### config.mk
export PLATFORM = sky130hd
export DESIGN_NAME = isx_ext_ctrl
export DESIGN_NICKNAME = d
export VERILOG_FILES = /design/src/include/isx_pkg.sv /design/src/isx_sync.sv /design/src/isx_timeout.sv /design/src/isx_ext_ctrl.sv
export SDC_FILE = /design/constraint.sdc
export NUM_CORES = 1
export LEC_CHECK = 0
export ABC_AREA = 1
export BUFFER_PORTS_ARGS = -buffer_cell sky130_fd_sc_hd__buf_2
export CORE_UTILIZATION = 37
export DETAILED_ROUTE_END_ITERATION = 7
export HOLD_SLACK_MARGIN = 0.03
export PLACE_DENSITY_LB_ADDON = 0.12
export REMOVE_ABC_BUFFERS = 1
export SYNTH_ARGS = -nofsm -noshare
export SYNTH_HDL_FRONTEND = slang
export SYNTH_SLANG_ARGS = --single-unit
export TNS_END_PERCENT = 30
### constraint.sdc
create_clock -name mclk -period 1.75 [get_ports mclk]
set_input_delay 0.4375 -clock mclk [delete_from_list [all_inputs] [get_ports mclk]]
set_output_delay 0.4375 -clock mclk [all_outputs]
set_load 0.05 [all_outputs]
### src/include/isx_pkg.sv
// Constants and types for the SMBus extension of the two-wire controller
package isx_pkg;

  // ----------------------------------------------------------------
  // Register offsets (byte addresses on the register bus)
  // ----------------------------------------------------------------
  localparam logic [7:0] EXT_CTRL_OFS = 8'h00;
  localparam logic [7:0] SMB_CS_OFS = 8'h04;
  localparam logic [7:0] SECOND_ADDR_OFS = 8'h08;
  localparam logic [7:0] SLT_HIGH_OFS = 8'h0C;
  localparam logic [7:0] SLT_LOW_OFS = 8'h10;
  localparam logic [7:0] OWN_ADDR_OFS = 8'h14;
  localparam logic [7:0] ACK_CTRL_OFS = 8'h18;
  localparam logic [7:0] IRQ_STAT_OFS = 8'h1C;
  localparam logic [7:0] IRQ_MASK_OFS = 8'h20;
  localparam logic [7:0] RX_DATA_OFS = 8'h24;

  // ----------------------------------------------------------------
  // Field positions
  // ----------------------------------------------------------------
  localparam int GEN_CALL_BIT = 7;
  localparam int ADDR_EXT_BIT = 6;
  localparam int UPPER_MSB = 2;
  localparam int FAST_ACK_BIT = 7;
  localparam int ALERT_EN_BIT = 6;
  localparam int SECOND_EN_BIT = 5;
  localparam int TCK_SEL_BIT = 4;
  localparam int LOW_TO_BIT = 3;
  localparam int HIGH_TO_BIT = 2;
  localparam int IRQ_MATCH = 0;
  localparam int IRQ_BYTE = 1;
  localparam int IRQ_LOW = 2;
  localparam int IRQ_HIGH = 3;

  // ----------------------------------------------------------------
  // Reset values, masks and bus addresses
  // ----------------------------------------------------------------
  localparam logic [7:0] EXT_CTRL_RST = 8'h00;
  localparam logic [7:0] EXT_CTRL_MASK = 8'hC7;
  localparam logic [3:0] SMB_CFG_RST = 4'h0;
  localparam logic [6:0] ADDR7_RST = 7'h00;
  localparam logic [7:0] BYTE_RST = 8'h00;
  localparam logic [3:0] IRQ_RST = 4'h0;
  localparam logic [15:0] LOW_VALUE_OFF = 16'h0000;
  localparam logic [7:0] GEN_CALL_ADDR = 8'h00;
  localparam logic [6:0] ALERT_ADDR = 7'h0C;
  localparam logic [4:0] TEN_BIT_TAG = 5'h1E;

  // ----------------------------------------------------------------
  // Timing
  // ----------------------------------------------------------------
  localparam logic [5:0] PRESCALE_LAST = 6'h3F;
  localparam int HIGH_DIV_SHIFT = 9;
  localparam logic [3:0] BITS_PER_BYTE = 4'h8;

  typedef enum logic [2:0] {ST_IDLE, ST_ADDR, ST_ADDR2, ST_DATA, ST_ACK, ST_HOLD, ST_SKIP} isx_state_type;

endpackage : isx_pkg

### src/isx_sync.sv
// Two-flop synchroniser for the SCL and SDA pins
`timescale 1ns/1ps
module isx_sync
  import isx_pkg::*;
(
  input wire logic mclk,
  input wire logic rstn,
  input wire logic [1:0] pinIn,
  output logic [1:0] pinOut
);

  logic [1:0] stage1;

  // Idle bus reads high, so both stages reset to one
  always_ff @(posedge mclk) begin
    if (!rstn) begin
      stage1 <= 2'h3;
      pinOut <= 2'h3;
    end else begin
      stage1 <= pinIn;
      pinOut <= stage1;
    end
  end

endmodule : isx_sync

### src/isx_timeout.sv
// SCL low and bus high timeout counters
`timescale 1ns/1ps
module isx_timeout
  import isx_pkg::*;
(
  input wire logic mclk,
  input wire logic rstn,
  input wire logic sclHigh,
  input wire logic busHigh,
  input wire logic timeout_clock_select,
  input wire logic [15:0] low_timeout_value,
  output logic lowTimeout,
  output logic highTimeout
);

  logic [5:0] preCnt;
  logic [15:0] lowCnt;
  logic [15:0] highCnt;
  logic lowFired;

  // Count rate: bus/64 or every cycle
  wire tick = timeout_clock_select ? (preCnt == PRESCALE_LAST) : 1'b1;
  wire lowArmed = (low_timeout_value != LOW_VALUE_OFF);
  wire lowHit = ~sclHigh & lowArmed & ~lowFired & (lowCnt >= low_timeout_value);
  wire [15:0] highLimit = low_timeout_value >> HIGH_DIV_SHIFT;

  // Free-running prescaler
  always_ff @(posedge mclk) begin
    if (!rstn) preCnt <= 6'h00;
    else preCnt <= preCnt + 6'h01;
  end

  // Low counter restarts whenever SCL is high
  always_ff @(posedge mclk) begin
    if (!rstn || sclHigh) begin
      lowCnt <= LOW_VALUE_OFF;
      lowFired <= 1'b0;
    end else begin
      if (tick && !(&lowCnt)) lowCnt <= lowCnt + 16'h0001;
      if (lowHit) lowFired <= 1'b1;
    end
  end

  // High counter runs while both lines are high
  always_ff @(posedge mclk) begin
    if (!rstn || !busHigh) highCnt <= LOW_VALUE_OFF;
    else if (tick && !(&highCnt)) highCnt <= highCnt + 16'h0001;
  end

  // Outputs: one pulse per low stretch, level for bus free
  always_ff @(posedge mclk) begin
    if (!rstn) begin
      lowTimeout <= 1'b0;
      highTimeout <= 1'b0;
    end else begin
      lowTimeout <= lowHit;
      highTimeout <= busHigh & (highCnt > highLimit);
    end
  end
endmodule : isx_timeout

### src/isx_ext_ctrl.sv
// SMBus and addressing extension of the two-wire bus controller
// ----------------------------------------------------------------
// Overview of operation
// - Control bit 7 turns general call address recognition on or off.
// - Control bit 6 selects 7-bit or 10-bit slave addressing.
// - Control bits 2..0 give the top three address bits in 10-bit mode.
// - Fast ack off: stored ack value used; on: software writes ack per byte.
// - SMBus bit 6 enables matching of the alert response address.
// - SMBus bit 5 enables matching of the second slave address.
// - SMBus bit 4 picks timeout count rate: bus/64 or bus clock.
// - Low timeout flag sets on SCL low past nonzero value; write one clears.
// - A zero low-timeout value disables SCL low detection entirely.
// - High timeout flag: both lines high past value/512 counts; clears itself.
// - Low-timeout value is high byte register over low byte register.
// - Second address register bits 7..1 hold the address; bit 0 unused.
// - SDA and SCL are only ever pulled low, never driven high.
// - A transfer runs START, address, data, then STOP.
// - Transfer flag rises on address match, data byte and low timeout events.
// - In fast ack mode the data byte interrupt precedes the ack bit.
// ----------------------------------------------------------------
`timescale 1ns/1ps
module isx_ext_ctrl
  import isx_pkg::*;
(
  input wire logic mclk,
  input wire logic rstn,
  input wire logic wbCyc,
  input wire logic wbStb,
  input wire logic wbWe,
  input wire logic [7:0] wbAdr,
  input wire logic [31:0] wbDatW,
  input wire logic [3:0] wbSel,
  output logic [31:0] wbDatR,
  output logic wbAck,
  output logic irq,
  input wire logic sdaIn,
  output logic sdaOut,
  output logic sdaOe,
  input wire logic sclIn,
  output logic sclOut,
  output logic sclOe
);

  // ----------------------------------------------------------------
  // Declarations
  // ----------------------------------------------------------------
  isx_state_type state;
  isx_state_type nextState;
  isx_state_type afterAck;
  isx_state_type next_afterAck;
  logic [1:0] lineSync;
  logic sclPrev;
  logic sdaPrev;
  logic [3:0] bitCnt;
  logic [7:0] shiftReg;
  logic ackLow;
  logic next_ackLow;
  logic pendByte;
  logic next_pendByte;
  logic matchEvt;
  logic byteEvt;
  logic [7:0] extCtrl;
  logic [3:0] smbCfg;
  logic scl_low_timeout_flag;
  logic [6:0] secondAddr;
  logic [7:0] sltHigh;
  logic [7:0] sltLow;
  logic [6:0] ownAddr;
  logic transmit_ack_value;
  logic [3:0] irqStatus;
  logic [3:0] irqMask;
  logic [7:0] rxData;
  logic [7:0] rdData;
  logic lowTimeout;
  logic highTimeout;
  logic highPrev;

  // ----------------------------------------------------------------
  // Bus line sampling and condition detection
  // ----------------------------------------------------------------
  isx_sync u_sync (
    .mclk(mclk),
    .rstn(rstn),
    .pinIn({sclIn, sdaIn}),
    .pinOut(lineSync)
  );

  wire sclS = lineSync[1];
  wire sdaS = lineSync[0];

  // Previous line levels for edge detection
  always_ff @(posedge mclk) begin
    if (!rstn) begin
      sclPrev <= 1'b1;
      sdaPrev <= 1'b1;
    end else begin
      sclPrev <= sclS;
      sdaPrev <= sdaS;
    end
  end

  // Start and stop are SDA edges while SCL stays high
  wire startCond = sclS & sclPrev & sdaPrev & ~sdaS;
  wire stopCond = sclS & sclPrev & ~sdaPrev & sdaS;
  wire sclRise = sclS & ~sclPrev;
  wire sclFall = ~sclS & sclPrev;
  wire byteDone = sclFall & (bitCnt == BITS_PER_BYTE);

  // ----------------------------------------------------------------
  // Register bus decode
  // ----------------------------------------------------------------
  wire busReq = wbCyc & wbStb & ~wbAck;
  wire wrEn = busReq & wbWe & wbSel[0];
  wire [7:0] wd = wbDatW[7:0];
  wire wrExt = wrEn & (wbAdr == EXT_CTRL_OFS);
  wire wrSmb = wrEn & (wbAdr == SMB_CS_OFS);
  wire wrSecond = wrEn & (wbAdr == SECOND_ADDR_OFS);
  wire wrSltHigh = wrEn & (wbAdr == SLT_HIGH_OFS);
  wire wrSltLow = wrEn & (wbAdr == SLT_LOW_OFS);
  wire wrOwn = wrEn & (wbAdr == OWN_ADDR_OFS);
  wire wrAck = wrEn & (wbAdr == ACK_CTRL_OFS);
  wire wrIrqStat = wrEn & (wbAdr == IRQ_STAT_OFS);
  wire wrIrqMask = wrEn & (wbAdr == IRQ_MASK_OFS);

  // Control fields
  wire gcEn = extCtrl[GEN_CALL_BIT];
  wire tenBit = extCtrl[ADDR_EXT_BIT];
  wire [2:0] upper = extCtrl[UPPER_MSB:0];
  wire fastAck = smbCfg[FAST_ACK_BIT - 4];
  wire alert_address_enable = smbCfg[ALERT_EN_BIT - 4];
  wire secondEn = smbCfg[SECOND_EN_BIT - 4];
  wire timeout_clock_select = smbCfg[TCK_SEL_BIT - 4];
  wire [15:0] low_timeout_value = {sltHigh, sltLow};

  // ----------------------------------------------------------------
  // Address matching
  // ----------------------------------------------------------------
  wire [6:0] callAddr = shiftReg[7:1];
  wire hitOwn = ~tenBit & (callAddr == ownAddr);
  wire hitGen = gcEn & (shiftReg == GEN_CALL_ADDR);
  wire hitAlert = alert_address_enable & (callAddr == ALERT_ADDR);
  wire hitSecond = secondEn & (callAddr == secondAddr);
  wire hitTenHi = tenBit & (shiftReg[7:3] == TEN_BIT_TAG) & (shiftReg[2:1] == upper[2:1]) & ~shiftReg[0];
  wire hitTenLo = (shiftReg == {upper[0], ownAddr});
  wire hitSeven = hitOwn | hitGen | hitAlert | hitSecond;

  // ----------------------------------------------------------------
  // Receive sequencer
  // ----------------------------------------------------------------
  always_comb begin
    nextState = state;
    next_ackLow = ackLow;
    next_afterAck = afterAck;
    next_pendByte = pendByte;
    matchEvt = 1'b0;
    byteEvt = 1'b0;
    if (stopCond) begin
      nextState = ST_IDLE;
      next_ackLow = 1'b0;
      next_pendByte = 1'b0;
    end else if (startCond) begin
      nextState = ST_ADDR;
      next_ackLow = 1'b0;
      next_pendByte = 1'b0;
    end else begin
      unique case (state)
        ST_IDLE, ST_SKIP: begin
          nextState = state;
        end
        ST_ADDR: begin
          if (byteDone) begin
            if (hitTenHi) begin
              nextState = ST_ACK;
              next_ackLow = 1'b1;
              next_afterAck = ST_ADDR2;
            end else if (hitSeven) begin
              nextState = ST_ACK;
              next_ackLow = 1'b1;
              next_afterAck = shiftReg[0] ? ST_SKIP : ST_DATA;
              matchEvt = 1'b1;
            end else begin
              nextState = ST_SKIP;
            end
          end
        end
        ST_ADDR2: begin
          if (byteDone) begin
            if (hitTenLo) begin
              nextState = ST_ACK;
              next_ackLow = 1'b1;
              next_afterAck = ST_DATA;
              matchEvt = 1'b1;
            end else begin
              nextState = ST_SKIP;
            end
          end
        end
        ST_DATA: begin
          if (byteDone) begin
            if (fastAck) begin
              nextState = ST_HOLD;
              byteEvt = 1'b1;
            end else begin
              nextState = ST_ACK;
              next_ackLow = ~transmit_ack_value;
              next_afterAck = ST_DATA;
              next_pendByte = 1'b1;
            end
          end
        end
        ST_HOLD: begin
          if (wrAck) begin
            nextState = ST_ACK;
            next_ackLow = ~wd[0];
            next_afterAck = ST_DATA;
          end
        end
        ST_ACK: begin
          if (sclFall) begin
            nextState = afterAck;
            next_ackLow = 1'b0;
            next_pendByte = 1'b0;
            byteEvt = pendByte;
          end
        end
      endcase
    end
  end

  // Sequencer state
  always_ff @(posedge mclk) begin
    if (!rstn) begin
      state <= ST_IDLE;
      afterAck <= ST_IDLE;
      ackLow <= 1'b0;
      pendByte <= 1'b0;
    end else begin
      state <= nextState;
      afterAck <= next_afterAck;
      ackLow <= next_ackLow;
      pendByte <= next_pendByte;
    end
  end

  // Bit counter and shifter, MSB first on SCL rise
  wire shiftState = (state == ST_ADDR) | (state == ST_ADDR2) | (state == ST_DATA);
  always_ff @(posedge mclk) begin
    if (!rstn) begin
      bitCnt <= 4'h0;
      shiftReg <= BYTE_RST;
    end else if (startCond || (state == ST_ACK && sclFall)) begin
      bitCnt <= 4'h0;
    end else if (shiftState && sclRise) begin
      bitCnt <= bitCnt + 4'h1;
      shiftReg <= {shiftReg[6:0], sdaS};
    end
  end

  // Open-drain drive: ack pulls SDA, fast ack hold stretches SCL
  always_ff @(posedge mclk) begin
    if (!rstn) begin
      sdaOe <= 1'b0;
      sclOe <= 1'b0;
      sdaOut <= 1'b0;
      sclOut <= 1'b0;
    end else begin
      sdaOe <= (nextState == ST_ACK) & next_ackLow;
      sclOe <= (nextState == ST_HOLD);
      sdaOut <= 1'b0;
      sclOut <= 1'b0;
    end
  end

  // ----------------------------------------------------------------
  // Timeouts
  // ----------------------------------------------------------------
  isx_timeout u_timeout (
    .mclk(mclk),
    .rstn(rstn),
    .sclHigh(sclS),
    .busHigh(sclS & sdaS),
    .timeout_clock_select(timeout_clock_select),
    .low_timeout_value(low_timeout_value),
    .lowTimeout(lowTimeout),
    .highTimeout(highTimeout)
  );

  // ----------------------------------------------------------------
  // Software registers
  // ----------------------------------------------------------------
  always_ff @(posedge mclk) begin
    if (!rstn) begin
      extCtrl <= EXT_CTRL_RST;
      smbCfg <= SMB_CFG_RST;
      secondAddr <= ADDR7_RST;
      sltHigh <= BYTE_RST;
      sltLow <= BYTE_RST;
      ownAddr <= ADDR7_RST;
      transmit_ack_value <= 1'b0;
      irqMask <= IRQ_RST;
    end else begin
      if (wrExt) extCtrl <= wd & EXT_CTRL_MASK;
      if (wrSmb) smbCfg <= wd[7:4];
      if (wrSecond) secondAddr <= wd[7:1];
      if (wrSltHigh) sltHigh <= wd;
      if (wrSltLow) sltLow <= wd;
      if (wrOwn) ownAddr <= wd[6:0];
      if (wrAck) transmit_ack_value <= wd[0];
      if (wrIrqMask) irqMask <= wd[3:0];
    end
  end

  // Sticky flags: a set in the clearing cycle wins
  wire [3:0] irqSet = {highTimeout & ~highPrev, lowTimeout, byteEvt, matchEvt};
  wire [3:0] irqClr = wrIrqStat ? wd[3:0] : IRQ_RST;
  wire sltfClr = wrSmb & wd[LOW_TO_BIT];
  always_ff @(posedge mclk) begin
    if (!rstn) begin
      irqStatus <= IRQ_RST;
      scl_low_timeout_flag <= 1'b0;
      highPrev <= 1'b0;
      irq <= 1'b0;
    end else begin
      irqStatus <= (irqStatus & ~irqClr) | irqSet;
      scl_low_timeout_flag <= (scl_low_timeout_flag & ~sltfClr) | lowTimeout;
      highPrev <= highTimeout;
      irq <= |(irqStatus & irqMask);
    end
  end

  // Last received data byte
  always_ff @(posedge mclk) begin
    if (!rstn) rxData <= BYTE_RST;
    else if (state == ST_DATA && byteDone) rxData <= shiftReg;
  end

  // ----------------------------------------------------------------
  // Read path and bus answer
  // ----------------------------------------------------------------
  wire xferFlag = |irqStatus[IRQ_LOW:IRQ_MATCH];
  always_comb begin
    unique case (wbAdr)
      EXT_CTRL_OFS: rdData = extCtrl;
      SMB_CS_OFS: rdData = {smbCfg, scl_low_timeout_flag, highTimeout, 2'b00};
      SECOND_ADDR_OFS: rdData = {secondAddr, 1'b0};
      SLT_HIGH_OFS: rdData = sltHigh;
      SLT_LOW_OFS: rdData = sltLow;
      OWN_ADDR_OFS: rdData = {1'b0, ownAddr};
      ACK_CTRL_OFS: rdData = {7'h00, transmit_ack_value};
      IRQ_STAT_OFS: rdData = {xferFlag, 3'h0, irqStatus};
      IRQ_MASK_OFS: rdData = {4'h0, irqMask};
      RX_DATA_OFS: rdData = rxData;
      default: rdData = BYTE_RST;
    endcase
  end

  // Answer one cycle after the request is seen
  always_ff @(posedge mclk) begin
    if (!rstn) begin
      wbAck <= 1'b0;
      wbDatR <= 32'h0000_0000;
    end else begin
      wbAck <= busReq;
      wbDatR <= {24'h00_0000, rdData};
    end
  end
endmodule : isx_ext_ctrl

==> metrics.md <==
| Metric | Value |
|---|---|
| Outcome | `finished, final reports clean` |
| Portion of total power attributed to the clock network | `46.0%` |
| Residual overflow from global routing | `0` |
| Number of synthesized register bits | `137` |
| Final hold violation count | `0` |
| Number of I/O pins | `89` |
| Area growth from synthesis to layout | `22.8%` |
| Critical path fanouts, max | `5` |
| Count of yosys warnings during synthesis | `0` |
| Number of cells produced by synthesis | `1000` |
| Maximum single-stage delay on the critical path | `0.35 ns` |
| Clock tree from TritonCTS | `yes` |
| Critical path origin | `u_timeout.preCnt[0]` |
| Mean area per synthesized cell | `7.29 um^2` |
| Start of the worst register-to-register path | `u_timeout.preCnt[0]` |
| CTS clock-pin slew for the worst setup and hold paths | `0.06 ns` |
| Number of nets in the layout | `1188` |
| Remaining antenna violation count | `0` |
| Required time at the worst-slack endpoint | `2.07 ns` |
| Worst IR drop on VDD | `0.666 mV` |
| Total via count in the routed design | `6735` |
| Average detailed-routed wire length per instance | `14.7 um` |
| Switching power of the nets | `2030 uW` |
| Site Rows | `50` |
| Tightest Pin Transition | `0.562 ns` |
| Initial cell density of the core | `38.3%` |
| R2r endpoint | `u_timeout.lowCnt[11]` |
| Worst rel slew slack | `62.5%` |
| CTS H-tree lvls | `4` |
| Kind of end point of the critical path | `flop` |
| Weighted congestion reported at the end of routability-driven placement | `0.852` |
| Achievable clock frequency | `0.603 GHz` |
| Later-pin clock latency in the skew report | `0.43 ns` |
| Total routing usage reported by global routing | `20.8%` |
| Vias in the first global route | `6119` |
| Cell-internal power | `5380 uW` |
| Cts bufs inserted | `17` |
| Final-report setup violation count | `0` |
| Worst clock skew on the final layout | `0.00867 ns` |
| Leakage component of the power | `0.00365 uW` |
| HPWL after detailed placement | `15200 um` |
| Die area | `20300 um^2` |
| Wire length of the first global-routing pass | `32200 um` |
| Net Sw Frac | `27.4%` |
| Final WL | `20300 um` |
| WHS | `0.198 ns` |
| Number of buffers inserted by port buffering | `35` |
| Setup Slack @ Placement | `-0.228 ns` |
| Core area | `19000 um^2` |
| Worst reg2reg setup slack | `0.09 ns` |
| TritonCTS sink count | `137` |
| Post-synthesis instance area | `7290 um^2` |
| Proportion of layout cells with a drive suffix above 1 | `23.4%` |
| Combinational power share | `10.2%` |
| Post-layout util | `47.1%` |
| Die extent in x | `142 um` |
| Final period demand of the worst path | `1.66 ns` |
| Startpoint kind of the worst setup timing path | `flop` |
| CTS Root Cell | `clkbuf_16` |
| Setup repair after global routing missed its margin | `yes` |
| Post-synthesis sequential area ratio | `37.6%` |
| Max-cap violations | `0` |
| Capturing instance or port of the critical path | `u_timeout.lowCnt[11]` |
| Worst min path class | `in2reg` |
| CTS Buffer Depth | `2` |
| Setup slack after layout | `0.0918 ns` |
| Data arrival time of the critical path | `1.98 ns` |
| Chip height | `142 um` |
| Hold_buf cts | `0` |
| Sequential Power Share | `43.8%` |
| Share of the clock period used by the worst path | `94.8%` |
| Iter 0 DRT Violations | `468` |
| Power per cell area | `828 nW/um^2` |
| Category of the most critical setup path | `reg2reg` |
| Mean number of vias per cell | `4.87` |
| Number of distinct standard cells referenced by the synthesized netlist | `52` |
| CP Cell Sequence | `ha_4, nand4_4, o21ai_4, nand2_4, nor2_4, nand2_4, nor2_4, nand2_1, o21ai_1, nor2_1` |
| Number of diodes added for antenna fixing | `0` |
| Number of pins exceeding their max-slew limit in the final report | `0` |
| Number of remaining DRC errors | `0` |
| Standard cell with the maximum stage delay on the critical path | `dfxtp_2` |
| Antenna violations before repair | `0` |
| DR pass1 iterations | `5` |
| Worst r2r path cells | `10` |
| Maximum number of pins on one net before global-route repair | `59` |
==> cell type report <==
class                      count  area (um^2)
fill                        1930        10100
clock buffer                  18          429
tap                          260          325
sequential                   137         2770
inverter                     132          495
timing repair buffer         115          863
multi-input combinational    706         3940
clock inverter                14          124
==> kinds of logic after synthesis <==
logic type | share of synthesized area, %
xor+xnor | 0.841
simple gates | 26.1
fa+ha+maj | 4.81
compound gates | 19.2
other cells | 0.0514
buf+inv | 11.4
flops | 37.6
==> cells in the final DEF (no fill, tap or decap), types with 7 or more instances in the layout <==
| cell | count |
|---|---|
| a211oi_1 | 9 |
| a21oi_1 | 113 |
| buf_12 | 7 |
| buf_2 | 35 |
| buf_4 | 73 |
| clkbuf_16 | 17 |
| clkinvlp_4 | 7 |
| conb_1 | 26 |
| dfxtp_1 | 118 |
| dfxtp_2 | 17 |
| ha_1 | 25 |
| inv_1 | 114 |
| inv_2 | 18 |
| nand2_1 | 174 |
| nand2_2 | 10 |
| nand3_1 | 31 |
| nand4_1 | 15 |
| nor2_1 | 64 |
| nor2_2 | 20 |
| nor2_4 | 14 |
| nor3_1 | 14 |
| nor3_2 | 7 |
| nor4_1 | 10 |
| o21ai_0 | 82 |
| o21ai_1 | 14 |
| o22ai_1 | 12 |
==> cells in the mapped netlist, drive strengths merged <==
| master | n | area share, % |
|---|---|---|
| nor3b | 2 | 0.21 |
| xnor2 | 6 | 0.72 |
| a21o | 2 | 0.21 |
| a31oi | 5 | 0.43 |
| o21a | 1 | 0.10 |
| and3 | 3 | 0.26 |
| a22oi | 1 | 0.10 |
| o221a | 1 | 0.15 |
| o31ai | 1 | 0.10 |
| conb | 1 | 0.051 |
| clkbuf | 11 | 0.57 |
| o21bai | 2 | 0.26 |
| dfxtp | 137 | 38 |
| o22ai | 12 | 1.0 |
| a221oi | 1 | 0.12 |
| o211ai | 1 | 0.10 |
| inv | 132 | 6.8 |
| nor2 | 98 | 6.7 |
| a211oi | 9 | 0.93 |
| xor2 | 1 | 0.12 |
| nor4 | 11 | 1.0 |
| o21ai | 98 | 6.9 |
| nand3b | 4 | 0.41 |
| nor3 | 24 | 2.4 |
| buf | 39 | 4.1 |
| nand4 | 18 | 1.9 |
| ha | 28 | 4.8 |
| a41oi | 3 | 0.36 |
| nand3 | 35 | 2.5 |
| nand2 | 187 | 10 |
| a21oi | 115 | 7.9 |
| o2111ai | 2 | 0.24 |
| or2 | 7 | 0.60 |
| a21boi | 2 | 0.21 |
==> repair_timing <==
action,CTS,global route
gates resized for setup,10,47
setup buffers,1,5
setup endpoints to repair,12,25
pin swaps,4,13
hold endpoints to repair,0,0
==> worst min-delay path by stage <==
stage / start / endpoint / slack [ns] / cells past startpoint
finish: sdaIn / u_sync.stage1[0] / 0.20 / 2
global route: sdaIn / u_sync.stage1[0] / 0.19 / 2
CTS: sdaIn / u_sync.stage1[0] / 0.19 / 2
detailed placement: u_sync.stage1[1] / u_sync.pinOut[1] / 0.40 / 1
global placement: u_sync.stage1[1] / u_sync.pinOut[1] / 0.40 / 1
floorplan: u_sync.stage1[0] / u_sync.pinOut[0] / 0.39 / 1
==> registers in the layout, summed over array words and instances (netlist names), 5 cells and up <==
name,count
extCtrl,5
ownAddr,7
shiftReg,8
u_timeout.highCnt,16
sltLow,8
secondAddr,7
u_timeout.lowCnt,16
sltHigh,8
u_timeout.preCnt,6
rxData,8
wbDatR,8
==> routing by layer <==
| metal | vias up | routed length (um) | global-route usage, % |
|---|---|---|---|
| met2 | 168 | 8340 | 29.9 |
| li1 | 3516 | - | - |
| met4 | 0 | 240 | 5.55 |
| met1 | 3032 | 10700 | 31.0 |
| met3 | 19 | 1040 | 4.17 |
| met5 | - | 0 | 0 |
==> power by group through the flow <==
stage	clock network, uW	logic, uW	registers, uW
after global placement	0	734	3310
after CTS	3470	740	3240
final	3410	754	3250
after floorplan	0	484	3310
after global routing	3590	839	3250
after detailed placement	0	734	3310
==> per-stage QoR <==
step	area (um^2)	power, uW	setup TNS, ns	std cells
floorplan	7050	3790	-1.69	975
global placement	8180	4040	-2.43	1344
detailed placement	8180	4040	-4.14	1344
CTS	8780	7450	0	1377
global route	8950	7680	-0.314	1382
finish	8950	7410	0	1382
==> critical path, delay by kind of cell, from the launching register on <==
family | cells | cell delay, ns
compound gates | 2 | 0.39
fa+ha+maj | 1 | 0.16
flops | 1 | 0.35
simple gates | 7 | 0.65
Power figures use the tool's default switching activity.
